<file path="src/common/pcd_defines.vh">
`ifndef PCD_DEFINES_VH
`define PCD_DEFINES_VH
// memory locations (command byte location field)
`define PCD_LOC_WIPER      4'h0
`define PCD_LOC_TERMINAL_CONNECTION_CONTROL       4'h4
// command byte field positions
`define PCD_CMD_LOC_MSB    7
`define PCD_CMD_LOC_LSB    4
`define PCD_CMD_OP_MSB     3
`define PCD_CMD_OP_LSB     2
`define PCD_CMD_SPARE_BIT  1
`define PCD_CMD_NINTH_BIT  0
// operation codes
`define PCD_OP_WRITE       2'h0
`define PCD_OP_INC         2'h1
`define PCD_OP_DEC         2'h2
`define PCD_OP_READ        2'h3
// general call command codes (upper six bits of the byte)
`define PCD_GC_WR_WIPER    6'h20
`define PCD_GC_WR_TERMINAL_CONNECTION_CONTROL     6'h30
`define PCD_GC_INC         6'h21
`define PCD_GC_DEC         6'h22
// reset values and limits
`define PCD_WIPER_RST      9'h080
`define PCD_TERMINAL_CONNECTION_CONTROL_RST       8'hff
`define PCD_WIPER_FULL8    9'h100
`define PCD_WIPER_FULL7    9'h080
// bit clock counts per sequence
`define PCD_CLK_SINGLE_WR  29
`define PCD_CLK_SINGLE_INC 20
`endif

</file>
<file path="src/logic/pcd_regfile.v">
`timescale 1ns/10ps
`include "pcd_defines.vh"
// two-location volatile store: wiper and terminal control, registered read
module pcd_regfile #(
   parameter WIPER_W = 9
) (
   input  wire               i_sys_clk,
   input  wire               i_resetn,
   input  wire               i_wr_en,
   input  wire [3:0]         i_wr_loc,
   input  wire [7:0]         i_wr_data,
   input  wire               i_inc,
   input  wire               i_dec,
   input  wire [WIPER_W-1:0] i_full,
   input  wire [3:0]         i_rd_loc,
   output reg  [7:0]         o_rd_data,
   output wire [WIPER_W-1:0] o_wiper,
   output wire [7:0]         o_terminal_connection_control
);
   reg [WIPER_W-1:0] wiper_q;
   reg [7:0]         terminal_connection_control_q;

   assign o_wiper = wiper_q;
   assign o_terminal_connection_control  = terminal_connection_control_q;

   ///////////////////////////////////////////////////////////////////////
   // storage updates
   always @(posedge i_sys_clk or negedge i_resetn) begin
      if (!i_resetn) begin
         wiper_q <= `PCD_WIPER_RST;
         terminal_connection_control_q  <= `PCD_TERMINAL_CONNECTION_CONTROL_RST;
      end else begin
         if (i_wr_en && i_wr_loc == `PCD_LOC_WIPER) begin
            wiper_q <= {{(WIPER_W-8){1'b0}}, i_wr_data};
         end else if (i_inc && wiper_q < i_full) begin
            wiper_q <= wiper_q + 1'b1;
         end else if (i_dec && wiper_q != {WIPER_W{1'b0}}) begin
            wiper_q <= wiper_q - 1'b1;
         end
         if (i_wr_en && i_wr_loc == `PCD_LOC_TERMINAL_CONNECTION_CONTROL) begin
            terminal_connection_control_q <= i_wr_data;
         end
      end
   end

   ///////////////////////////////////////////////////////////////////////
   // registered read port
   always @(posedge i_sys_clk or negedge i_resetn) begin
      if (!i_resetn) begin
         o_rd_data <= 8'h00;
      end else if (i_rd_loc == `PCD_LOC_TERMINAL_CONNECTION_CONTROL) begin
         o_rd_data <= terminal_connection_control_q;
      end else begin
         o_rd_data <= wiper_q[7:0];
      end
   end
endmodule // pcd_regfile

</file>
<file path="src/logic/pcd_decoder.v">
`timescale 1ns/10ps
`include "pcd_defines.vh"
//////////////////////////////////////////////////////////////////////////
module pcd_decoder #(
   parameter WIPER_W   = 9,
   parameter EIGHT_BIT = 1
) (
   input  wire               i_sys_clk,
   input  wire               i_resetn,
   input  wire               i_start,
   input  wire               i_stop,
   input  wire               i_gen_call,
   input  wire               i_rx_valid,
   input  wire [7:0]         i_rx_byte,
   input  wire               i_rd_req,
   output reg                o_ack_valid,
   output reg                o_ack,
   output reg                o_tx_valid,
   output reg  [7:0]         o_tx_byte,
   output reg                o_error,
   output wire [WIPER_W-1:0] o_wiper,
   output wire [7:0]         o_terminal_connection_control
);
   // sequence walk, one state per expected byte kind:
   // idle    no frame open, bytes are dropped unanswered
   // cmd     command byte expected, fields checked for a legal pair
   // data    data byte of a write expected, stored at its ack point
   // gc      general call command byte expected
   // gcd     third byte of a general call write expected
   // lock    lockout, every byte refused until a new start
   // a start always wins, so a cut write never reaches storage
   // a stop drops back to idle but keeps the error flag raised
   // continuous writes loop data back to cmd without a new start
   // increment and decrement stay in cmd, they carry no data byte
   // a general call takes one command only, then locks out
   // lockout always raises the error flag, and reads stop while in lockout
   // reads alternate a zero high byte and the stored low byte
   // the read toggle is restarted high by every start
   // the read location follows the last legal write or read command byte outside a general call
   // it starts at the wiper location after reset
   // states
   localparam ST_IDLE = 3'h0;
   localparam ST_CMD  = 3'h1;
   localparam ST_DATA = 3'h2;
   localparam ST_GC   = 3'h3;
   localparam ST_GCD  = 3'h4;
   localparam ST_LOCK = 3'h5;

   // sequence state and latched locations
   reg  [2:0] state_q;
   reg  [2:0] state_d;
   reg  [3:0] loc_q;
   reg  [3:0] loc_d;
   reg  [3:0] rd_loc_q;
   reg  [3:0] rd_loc_d;
   reg        rd_hi_q;
   reg        rd_hi_d;
   // combinational strobes to storage and answer
   reg        wr_en;
   reg  [7:0] wr_data;
   reg        inc;
   reg        dec;
   reg        ack_v;
   reg        ack;
   reg        err;
   // read data and decoded fields
   wire [7:0] rd_data;
   wire [3:0] cmd_location_field;
   wire [1:0] cmd_operation_field;
   wire       cmd_spare_high_bit;
   wire       cmd_ninth_data_bit;
   // validity, general call code and full scale
   wire       combo_ok;
   wire [5:0] gc_code;
   wire [WIPER_W-1:0] full;

   ///////////////////////////////////////////////////////////////////////
   // command byte fields and validity
   // location in the top nibble, operation below it
   // the two low bits are spare data bits, kept for format only
   // only the wiper allows all four operations
   // terminal control allows write and read only
   // every other location is reserved and refused
   // general call code drops its don't-care bit and the zero lsb
   // full scale depends on the resolution variant
   // the fields are read straight off the received byte
   // so they are only meaningful while a byte is valid
   assign cmd_location_field  = i_rx_byte[`PCD_CMD_LOC_MSB:`PCD_CMD_LOC_LSB];
   assign cmd_operation_field = i_rx_byte[`PCD_CMD_OP_MSB:`PCD_CMD_OP_LSB];
   assign cmd_spare_high_bit  = i_rx_byte[`PCD_CMD_SPARE_BIT];
   assign cmd_ninth_data_bit  = i_rx_byte[`PCD_CMD_NINTH_BIT];
   assign combo_ok = (cmd_location_field == `PCD_LOC_WIPER) ||
                     (cmd_location_field == `PCD_LOC_TERMINAL_CONNECTION_CONTROL &&
                      (cmd_operation_field == `PCD_OP_WRITE ||
                       cmd_operation_field == `PCD_OP_READ));
   assign gc_code = i_rx_byte[7:2];
   assign full = EIGHT_BIT ? `PCD_WIPER_FULL8 : `PCD_WIPER_FULL7;

   ///////////////////////////////////////////////////////////////////////
   // sequence decoder
   // frame events first: start, then stop, then a received byte
   // answers and strobes default low, so only one path raises them
   // store strobes act on the same edge that takes the byte
   // inc and dec saturate inside the storage module
   always @* begin
      state_d  = state_q;
      loc_d    = loc_q;
      rd_loc_d = rd_loc_q;
      rd_hi_d  = rd_hi_q;
      wr_en    = 1'b0;
      wr_data  = i_rx_byte;
      inc      = 1'b0;
      dec      = 1'b0;
      ack_v    = 1'b0;
      ack      = 1'b0;
      err      = 1'b0;
      if (i_start) begin
         // a new start clears lockout and aborts any open data
         // a general call frame expects its command first
         state_d = i_gen_call ? ST_GC : ST_CMD;
         rd_hi_d = 1'b1;
      end else if (i_stop) begin
         // stop ends the frame, an open write is dropped
         state_d = ST_IDLE;
      end else if (i_rx_valid) begin
         case (state_q)
            ST_CMD: begin
               // command byte: legal pairs are acknowledged
               // write waits for its data byte
               // read only moves the read location
               // an illegal pair refuses and locks out
               ack_v = 1'b1;
               if (combo_ok) begin
                  ack = 1'b1;
                  if (cmd_operation_field == `PCD_OP_WRITE) begin
                     loc_d    = cmd_location_field;
                     rd_loc_d = cmd_location_field;
                     state_d  = ST_DATA;
                  end else if (cmd_operation_field == `PCD_OP_INC) begin
                     inc = 1'b1;
                  end else if (cmd_operation_field == `PCD_OP_DEC) begin
                     dec = 1'b1;
                  end else begin
                     rd_loc_d = cmd_location_field;
                  end
               end else begin
                  err     = 1'b1;
                  state_d = ST_LOCK;
               end
            end
            ST_DATA: begin
               // ack clock of the data byte commits the store
               // the two high data bits never reach this byte
               ack_v   = 1'b1;
               ack     = 1'b1;
               wr_en   = 1'b1;
               state_d = ST_CMD;
            end
            ST_GC: begin
               // one general call command, then lockout with the flag raised
               ack_v = 1'b1;
               if (i_rx_byte[0] == 1'b0 && (gc_code == `PCD_GC_WR_WIPER ||
                   gc_code == `PCD_GC_WR_TERMINAL_CONNECTION_CONTROL)) begin
                  ack     = 1'b1;
                  loc_d   = gc_code == `PCD_GC_WR_WIPER ? `PCD_LOC_WIPER : `PCD_LOC_TERMINAL_CONNECTION_CONTROL;
                  state_d = ST_GCD;
               end else if (i_rx_byte[0] == 1'b0 && gc_code == `PCD_GC_INC) begin
                  ack     = 1'b1;
                  inc     = 1'b1;
                  err     = 1'b1;
                  state_d = ST_LOCK;
               end else if (i_rx_byte[0] == 1'b0 && gc_code == `PCD_GC_DEC) begin
                  ack     = 1'b1;
                  dec     = 1'b1;
                  err     = 1'b1;
                  state_d = ST_LOCK;
               end else begin
                  // codes of other devices and reserved ones: refuse, no action
                  err     = 1'b1;
                  state_d = ST_LOCK;
               end
            end
            ST_GCD: begin
               ack_v   = 1'b1;
               ack     = 1'b1;
               wr_en   = 1'b1;
               err     = 1'b1;
               state_d = ST_LOCK;
            end
            ST_LOCK: begin
               // refused and ignored until the next start
               ack_v = 1'b1;
               err   = 1'b1;
            end
            default: begin
               // idle and unknown states leave bytes unanswered
               state_d = ST_IDLE;
            end
         endcase
      end
   end

   ///////////////////////////////////////////////////////////////////////
   // state and answer registers
   // answers are registered, one cycle after the byte
   // the error flag is cleared only by a start
   // a start and an error never meet, the start path sets no error
   // the read byte toggle restarts high at every start
   always @(posedge i_sys_clk or negedge i_resetn) begin
      if (!i_resetn) begin
         state_q     <= ST_IDLE;
         loc_q       <= `PCD_LOC_WIPER;
         rd_loc_q    <= `PCD_LOC_WIPER;
         rd_hi_q     <= 1'b1;
         o_ack_valid <= 1'b0;
         o_ack       <= 1'b0;
         o_error     <= 1'b0;
      end else begin
         state_q     <= state_d;
         loc_q       <= loc_d;
         rd_loc_q    <= rd_loc_d;
         rd_hi_q     <= (i_rd_req && !i_start) ? ~rd_hi_q : rd_hi_d;
         o_ack_valid <= ack_v;
         o_ack       <= ack;
         if (i_start) begin
            o_error <= 1'b0;
         end else if (err) begin
            o_error <= 1'b1;
         end
      end
   end

   ///////////////////////////////////////////////////////////////////////
   // read bytes: zero high byte, then stored data
   // a read request answers the next cycle, outside lockout
   // the first byte after a start is all zero
   // the second carries the stored byte of the read location
   // storage read data is registered, so it settles a cycle early
   always @(posedge i_sys_clk or negedge i_resetn) begin
      if (!i_resetn) begin
         o_tx_valid <= 1'b0;
         o_tx_byte  <= 8'h00;
      end else begin
         o_tx_valid <= i_rd_req && state_q != ST_LOCK;
         o_tx_byte  <= rd_hi_q ? 8'h00 : rd_data;
      end
   end

   ///////////////////////////////////////////////////////////////////////
   // storage: wiper and terminal control
   // writes use the location latched from the command byte
   // reads use the last location named by a write or read command byte outside a general call
   // full scale sets where increments stop
   pcd_regfile #(
      .WIPER_W (WIPER_W)
   ) u_regfile (
      .i_sys_clk (i_sys_clk),
      .i_resetn  (i_resetn),
      .i_wr_en   (wr_en),
      .i_wr_loc  (loc_q),
      .i_wr_data (wr_data),
      .i_inc     (inc),
      .i_dec     (dec),
      .i_full    (full),
      .i_rd_loc  (rd_loc_q),
      .o_rd_data (rd_data),
      .o_wiper   (o_wiper),
      .o_terminal_connection_control    (o_terminal_connection_control)
   );
endmodule // pcd_decoder

</file>
<file path="config.mk">
export PLATFORM = sky130hd
export DESIGN_NAME = pcd_decoder
export DESIGN_NICKNAME = d
export VERILOG_FILES = /design/src/logic/pcd_regfile.v /design/src/logic/pcd_decoder.v
export VERILOG_INCLUDE_DIRS = /design/src /design/src/common
export SDC_FILE = /design/constraint.sdc
export NUM_CORES = 1
export LEC_CHECK = 0
export ABC_AREA = 1
export BUFFER_PORTS_ARGS = -buffer_cell sky130_fd_sc_hd__buf_2
export CORE_MARGIN = 2
export CORE_UTILIZATION = 40
export CTS_CLUSTER_DIAMETER = 30
export DETAILED_ROUTE_END_ITERATION = 10
export SLEW_MARGIN = 20
export SYNTH_ARGS = -nofsm -noshare
export SYNTH_HDL_FRONTEND = slang
export SYNTH_HIERARCHICAL = 1
export SYNTH_SLANG_ARGS = --single-unit
</file>
<file path="constraint.sdc">
create_clock -name i_sys_clk -period 2.75 [get_ports i_sys_clk]
set_clock_uncertainty 0.1 [all_clocks]
set_input_delay 0.275 -clock i_sys_clk [delete_from_list [all_inputs] [get_ports i_sys_clk]]
set_output_delay 0.275 -clock i_sys_clk [all_outputs]
set_load 0.03 [all_outputs]
</file>
==> results of run 1 <==
==> stage by stage <==
| step | setup WS (ns) | hold slack, ns |
|---|---|---|
| 2_1_floorplan | 0.01146 | -0.1206 |
| 3_3_place_gp | -0.1559 | 0.3184 |
| 3_5_place_dp | -0.2137 | 0.3204 |
| 4_1_cts | -0.001728 | 0.03442 |
| 5_1_grt | -0.1700 | 0.03361 |
| 6_report | -0.0005349 | 0.04165 |
==> final timing paths <==
| kind | startpoint | end | slack (ns) | cells past startpoint |
|---|---|---|---|---|
| min reg2reg | u_regfile/o_rd_data[6] | o_tx_byte[6] | 0.37 | 2 |
| max | state_q[2] | u_regfile/o_wiper[6] | -0.0005 | 18 |
| min | i_rd_req | rd_hi_q | 0.04 | 2 |
| min in group asynchronous | i_resetn | o_ack | 0.50 | 3 |
| max reg2reg | state_q[2] | u_regfile/o_wiper[6] | -0.0005 | 18 |
| max in group asynchronous | i_resetn | u_regfile/o_wiper[2] | 1.65 | 3 |
==> worst max-delay path: cells and delay by family (launching register included) <==
family                     cells  cell delay (ns)
adders and majority gates      1             0.43
and+or+nand+nor               14             1.47
AOI/OAI and AO/OA              2             0.12
DFF                            1             0.41
buffers and inverters          1             0.13
==> sequential cells by signal, indices dropped and copies added, names as in the netlist, 3 cells and up <==
register / cells
rd_loc_q: 4
u_regfile/o_rd_data: 8
u_regfile/o_wiper: 9
u_regfile/o_terminal_connection_control: 8
state_q: 3
o_tx_byte: 8
loc_q: 4
==> area by class of cell <==
class,instances,share of cell area [%]
well taps,99,2.999
clock buffers,6,1.757
repair inverters,1,0.1212
clock inverters,2,0.3635
multi-input cells,267,41.05
repair buffers,106,17.09
flip-flops and latches,49,29.99
inverters,71,6.634
==> cell families after synthesis <==
family,count (synthesis),synth area share [%]
fa+ha+maj,20,8.725
buf+inv,74,9.572
xor+xnor,4,1.186
flops,49,41.93
mux,2,0.7623
compound gates,40,7.370
other cells,2,0.2542
simple gates,191,30.20
==> power by group <==
part / switching (mW) / leakage (nW) / internal [mW]
Sequential: 0.0790 / 0.608 / 0.874
Clock: 0.249 / 0.0374 / 0.180
Combinational: 0.861 / 1.61 / 0.652
Total: 1.19 / 2.26 / 1.71
==> per-layer routing <==
layer  GRT usage [%]  part of all wire (%)  vias to the layer above
met5               0                     0                        -
met4           4.872                   1.2                        0
met3           2.682                   4.3                        8
met2           32.77                    47                       69
met1           26.94                    47                     1310
li1                -                     -                     1430
==> cells in the final DEF, fill, tap and decap left out, drive strengths merged <==
cell type / count
clkbuf: 6
a21oi: 22
clkinvlp: 2
nand3b: 4
dfrtp: 39
o21ai: 14
or2: 1
clkinv: 3
ha: 19
conb: 9
o211ai: 2
a21boi: 1
dlygate4sd3: 1
inv: 69
nand2: 110
dfstp: 10
xor2: 4
nand4: 5
nor2: 40
buf: 105
nor4: 1
nand3: 27
o21bai: 1
nor3: 4
fa: 1
mux2: 2
==> repair_timing <==
item | CTS | global route
endpoints found under the hold margin | 39 | 0
gates resized for setup | 14 | 25
cloned | 1 | 1
pin swaps | 16 | 30
endpoints found under the setup margin | 6 | 9
hold buffers | 1 | 0
setup buffers | 13 | 6
==> flow_metrics.tcl, run 1 <==
set metrics [dict create \
    run_status "finished, violations left" \
    violations "setup timing" \
    wire_per_inst_um 12.74 \
    die_x_um 89.94 \
    synth_ff_type "dfrtp_1" \
    synth_top_area_share_pct 33.04 \
    slew_violations 0 \
    final_area_mm2 0.004130 \
    start_util_pct 40.95 \
    syn_inst 382 \
    grt_pass1_vias 2753 \
    cts_root_buf "clkbuf_8" \
    p_leak_nw 2.259 \
    cts_made_buffers 5 \
    vias 2817 \
    critical-path-max-stage-delay_ns 0.43 \
    synth_area_mm2 0.002954 \
    synth-seq-cells 49 \
    h-tree-depth 2 \
    final_util_pct 57.25 \
    yosys_warnings 6 \
    rsz0062_at_grt "yes" \
    die_area_mm2 0.008088 \
    grt_remaining_overflow 0 \
    cts_num_sinks 49 \
    synth_cell_types 35 \
    drt_iter0_markers 112 \
    setup_tns_ns -0.0005349 \
    grt_pass1_wl_mm 12.93 \
    path_common_cell "nand2_1" \
    critPathSlowestCell "fa_2" \
    grt_start_max_net_pins 50 \
    clk_latency_ns 0.30 \
    min_period_over_period_pct 100.0 \
    fin_nets 536 \
    yosysSeqAreaShare_pct 41.93 \
    end_kind "flip-flop" \
    synthArstFlopShare_pct 100.0 \
    timing.critical_path.cells "buf_6 -> nor2_4 -> nand2_4 -> nor2_8 -> a21oi_2 -> nor3_2 -> nand2_1 -> nor2_1 -> nand2_1 -> nor2_4 -> nand2_8 -> fa_2 -> nand4_1 -> nand4_1 -> nand3_1 -> o21ai_1 -> nand2_1 -> nand2_1" \
    final.setup.worst_slack_ns -0.0005349 \
    drv_cap 0 \
    first_pass_iters 4 \
    die_y_um 89.94 \
    cp_max_fo 5 \
    cp-start-kind "flip-flop" \
    syn2layout_area_growth_pct 39.81 \
    synth_most_common_cell "nand2_1" \
    place_hpwl_mm 5.593 \
    critical_path_class "reg -> reg" \
    synth_commonest_cells "nand2_1 (104), inv_1 (61), dfrtp_1 (39), nor2_1 (35), nand3_1 (25)" \
    hold_viol_final 0 \
    viasPerCell 4.687 \
    ios 44 \
    clockBufferDepth 2 \
    cts_tree "yes" \
    setup_viol 1 \
    cp.arrival_ns 2.85 \
    row_count 31 \
    layoutNonFillerInstCount 601 \
    postRouteAntennaNets 0 \
    clk_pin_slew_worst_paths_ns 0.09 \
    max_freq_mhz 363.6 \
    yosys-top-cells-area "dfrtp_1 (33%), nand2_1 (13%), dfstp_2 (8.9%), ha_1 (8.0%), inv_1 (7.8%)" \
    avgSynthCellArea_um2 7.733 \
    peakVddDrop_mv 0.2926 \
    synth_edf_count 0 \
    antenna_found_initial 0 \
    yosys.area.top_type "dfrtp_1" \
    worstMarginPinSlew_ns 0.6041 \
    place_area_mm2 0.003731 \
    place_inst 571 \
    drc 0 \
    powerDensity_mw_per_mm2 700.8 \
    min_path_type "in -> reg" \
    drive_gt1_share_pct 37.45 \
    timing.slew.headroom_pct 59.73 \
    multiInputGateArea_mm2 0.001695 \
    antennaDiodeCount 0 \
    required_ns 2.85 \
    layout_min_cycle_time_ns 2.751 \
    wirelength_mm 7.659 \
    place.gp.congestion 0.8952 \
    n_fill_cell 666 \
    grt_use_total_pct 19.56 \
    power_mw 2.894 \
    io_buffer_count 43 \
    seq_area_mm2 0.001239 \
    core_mm2 0.007214 \
]
Power figures use the tool's default switching activity.
==> run 2, diff against run 1 <==
Settings changed: ABC_AREA 1 to default.
==> flow_metrics.tcl, run 2 <==
set metrics [dict create \
    final.setup.worst_slack_ns -0.7370 \
    place.gp.congestion 0.9016 \
    die_y_um 88.16 \
    clk_pin_slew_worst_paths_ns 0.10 \
    first_pass_iters 4 \
    place_hpwl_mm 5.161 \
    final_cell_mix "buf_4 (59), buf_2 (43), dfrtp_1 (39)" \
    critical_path_class "reg -> reg" \
    core_mm2 0.006832 \
    viasPerCell 4.870 \
    ios 44 \
    grt_use_total_pct 18.71 \
    avgSynthCellArea_um2 10.90 \
    hold_viol_final 0 \
    max_freq_mhz 286.8 \
    r2r_start "state_q[2]" \
    drc 0 \
    yosysSeqAreaShare_pct 43.73 \
    violations "setup timing" \
    synth_commonest_cells "dfrtp_1 (39), ha_1 (19), nor2_1 (18), inv_1 (17), mux2_2 (17)" \
    place_inst 452 \
    synth_ff_type "dfrtp_1" \
    setup_tns_ns -3.335 \
    syn2layout_area_growth_pct 35.87 \
    cts_root_buf "clkbuf_8" \
    run_status "finished, violations left" \
    synth_edf_count 0 \
    min_path_type "in -> reg" \
    clk_latency_ns 0.30 \
    drv_cap 0 \
    layoutNonFillerInstCount 470 \
    cp.arrival_ns 3.62 \
    layout_commonest_cell "buf_4" \
    grt_remaining_overflow 0 \
    largest_reg_flops 9 \
    yosys.area.top_type "dfrtp_1" \
    cts_tree "yes" \
    cts_num_sinks 49 \
    p_leak_nw 1.871 \
    layout_min_cycle_time_ns 3.487 \
    grt_pass1_vias 2224 \
    drt_iter0_markers 115 \
    vias 2289 \
    setup_viol 7 \
    slew_violations 0 \
    min_from "i_gen_call" \
    cts_made_buffers 5 \
    powerDensity_mw_per_mm2 586.9 \
    wire_per_inst_um 14.78 \
    grt_start_max_net_pins 29 \
    timing.slew.headroom_pct 58.38 \
    final_area_mm2 0.003849 \
    synth_cell_types 59 \
    synth_top_area_share_pct 34.45 \
    syn_inst 260 \
    yosys_warnings 6 \
    cp-start-kind "flip-flop" \
    regToRegSetupSlack_ns -0.74 \
    fin_nets 408 \
    r2r_cells 15 \
    end_kind "flip-flop" \
    min_path_cells 2 \
    postRouteAntennaNets 0 \
    start_util_pct 41.47 \
    peakVddDrop_mv 0.3168 \
    required_ns 2.88 \
    synthArstFlopShare_pct 100.0 \
    place_area_mm2 0.003588 \
    synth_area_mm2 0.002833 \
    io_buffer_count 43 \
    antenna_found_initial 0 \
    min_period_over_period_pct 126.8 \
    timing.rr.end "u_regfile/o_wiper[8]" \
    synth-seq-cells 49 \
    clockBufferDepth 2 \
    rsz0062_at_grt "yes" \
    antennaDiodeCount 0 \
    worstMarginPinSlew_ns 0.6243 \
    row_count 30 \
    final_util_pct 56.34 \
    yosys-top-cells-area "dfrtp_1 (34%), dfstp_2 (9.3%), ha_1 (8.4%), mux2_2 (6.8%), nor2b_1 (3.1%)" \
    wirelength_mm 6.946 \
    drive_gt1_share_pct 45.99 \
    die_area_mm2 0.007771 \
    cp_max_fo 4 \
    synth_most_common_cell "dfrtp_1" \
    grt_pass1_wl_mm 11.00 \
    die_x_um 88.16 \
    timing.hold.worst_endpoint "state_q[1]" \
    h-tree-depth 2 \
]
run 2: cell count changes after synthesis, moves of 7 or more:
| cell | previous run | this run |
|---|---|---|
| o21ai_1 | 8 | 0 |
| nand2_1 | 104 | 10 |
| nor2b_1 | 0 | 14 |
| inv_2 | 7 | 0 |
| nor2_1 | 35 | 18 |
| inv_1 | 61 | 17 |
| mux2_2 | 0 | 17 |
| a21oi_1 | 20 | 12 |
| xnor2_1 | 0 | 7 |
| nand3_1 | 25 | 11 |
| mux2i_1 | 0 | 7 |
run 2: logic make-up (layout without fill, tap and decap cells):
group                    after synthesis  after routing  synth area share, %
AND/OR/NAND/NOR                       89             89                19.52
flip-flops                            49             49                43.73
adder cells (fa/ha/maj)               20             20                9.099
other                                  2              9               0.2651
multiplexers                          26             26                10.29
AO/OA/AOI/OAI                         41             41                10.16
buffers and inverters                 24            131                4.151
XOR/XNOR                               9              9                2.783
run 2: final cells by class:
cell class / instances / area, um^2
Fill cell: 612 / 2983
Tap cell: 96 / 120.1
Timing Repair Buffer: 106 / 701.9
Multi-Input combinational cell: 194 / 1638
Clock buffer: 6 / 72.57
Sequential cell: 49 / 1239
Clock inverter: 2 / 13.76
Inverter: 17 / 63.81
run 2: worst max path at each step:
stage,start,to,cells after the start
after floorplan,state_q[2],u_regfile/o_wiper[8],15
after global placement,i_rx_byte[2],u_regfile/o_wiper[8],16
after detailed placement,i_rx_byte[2],u_regfile/o_wiper[8],16
after CTS,state_q[2],u_regfile/o_wiper[8],15
after global routing,state_q[2],u_regfile/o_wiper[8],15
final,state_q[2],u_regfile/o_wiper[8],15
run 2: timing repair:
action,CTS,global route
gates cloned,0,0
hold buffers,1,0
pin swaps,23,17
setup buffers,7,4
endpoints found under the setup margin,7,8
resized for setup,8,7
endpoints found under the hold margin,20,0
run 2: critical path, cell delays in order, from the launching register on:
cell      delay [ns]
dfrtp_1         0.39
nand2b_4        0.14
or3_4           0.33
o21ai_2         0.11
and3_1          0.16
and4b_1         0.19
nand3_2         0.07
or2_4           0.26
buf_6           0.13
fa_2            0.34
a21oi_2         0.15
o211ai_1        0.16
o41ai_2         0.37
o211ai_1        0.17
a21o_1          0.20
a21boi_1        0.13
run 2: routing by layer:
metal / wire [um] / track usage (%) / part of all wire [%] / up-vias
met3: 204 / 2.922 / 2.9 / 6
met2: 3275 / 29.96 / 47 / 41
met5: 0 / 0 / 0 / -
li1: - / - / - / 1140
met1: 3402 / 26.84 / 49 / 1102
met4: 63 / 4.408 / 0.91 / 0
run 2: power by group:
part | internal (mW) | total, mW | switching (mW)
combinational | 0.433 | 0.929 | 0.496
clock | 0.182 | 0.428 | 0.246
sequential | 0.841 | 0.902 | 0.0614
total | 1.46 | 2.26 | 0.804
run 2: through the flow:
stage | total power [mW] | hold WS [ns] | setup WS (ns)
finish | 2.259 | 0.08870 | -0.7370
global route | 2.397 | 0.09416 | -0.9046
CTS | 2.219 | 0.08841 | -0.6410
detailed placement | 1.736 | 0.2286 | -0.8173
global placement | 1.724 | 0.2291 | -0.7394
floorplan | 1.427 | -0.1206 | -0.6175
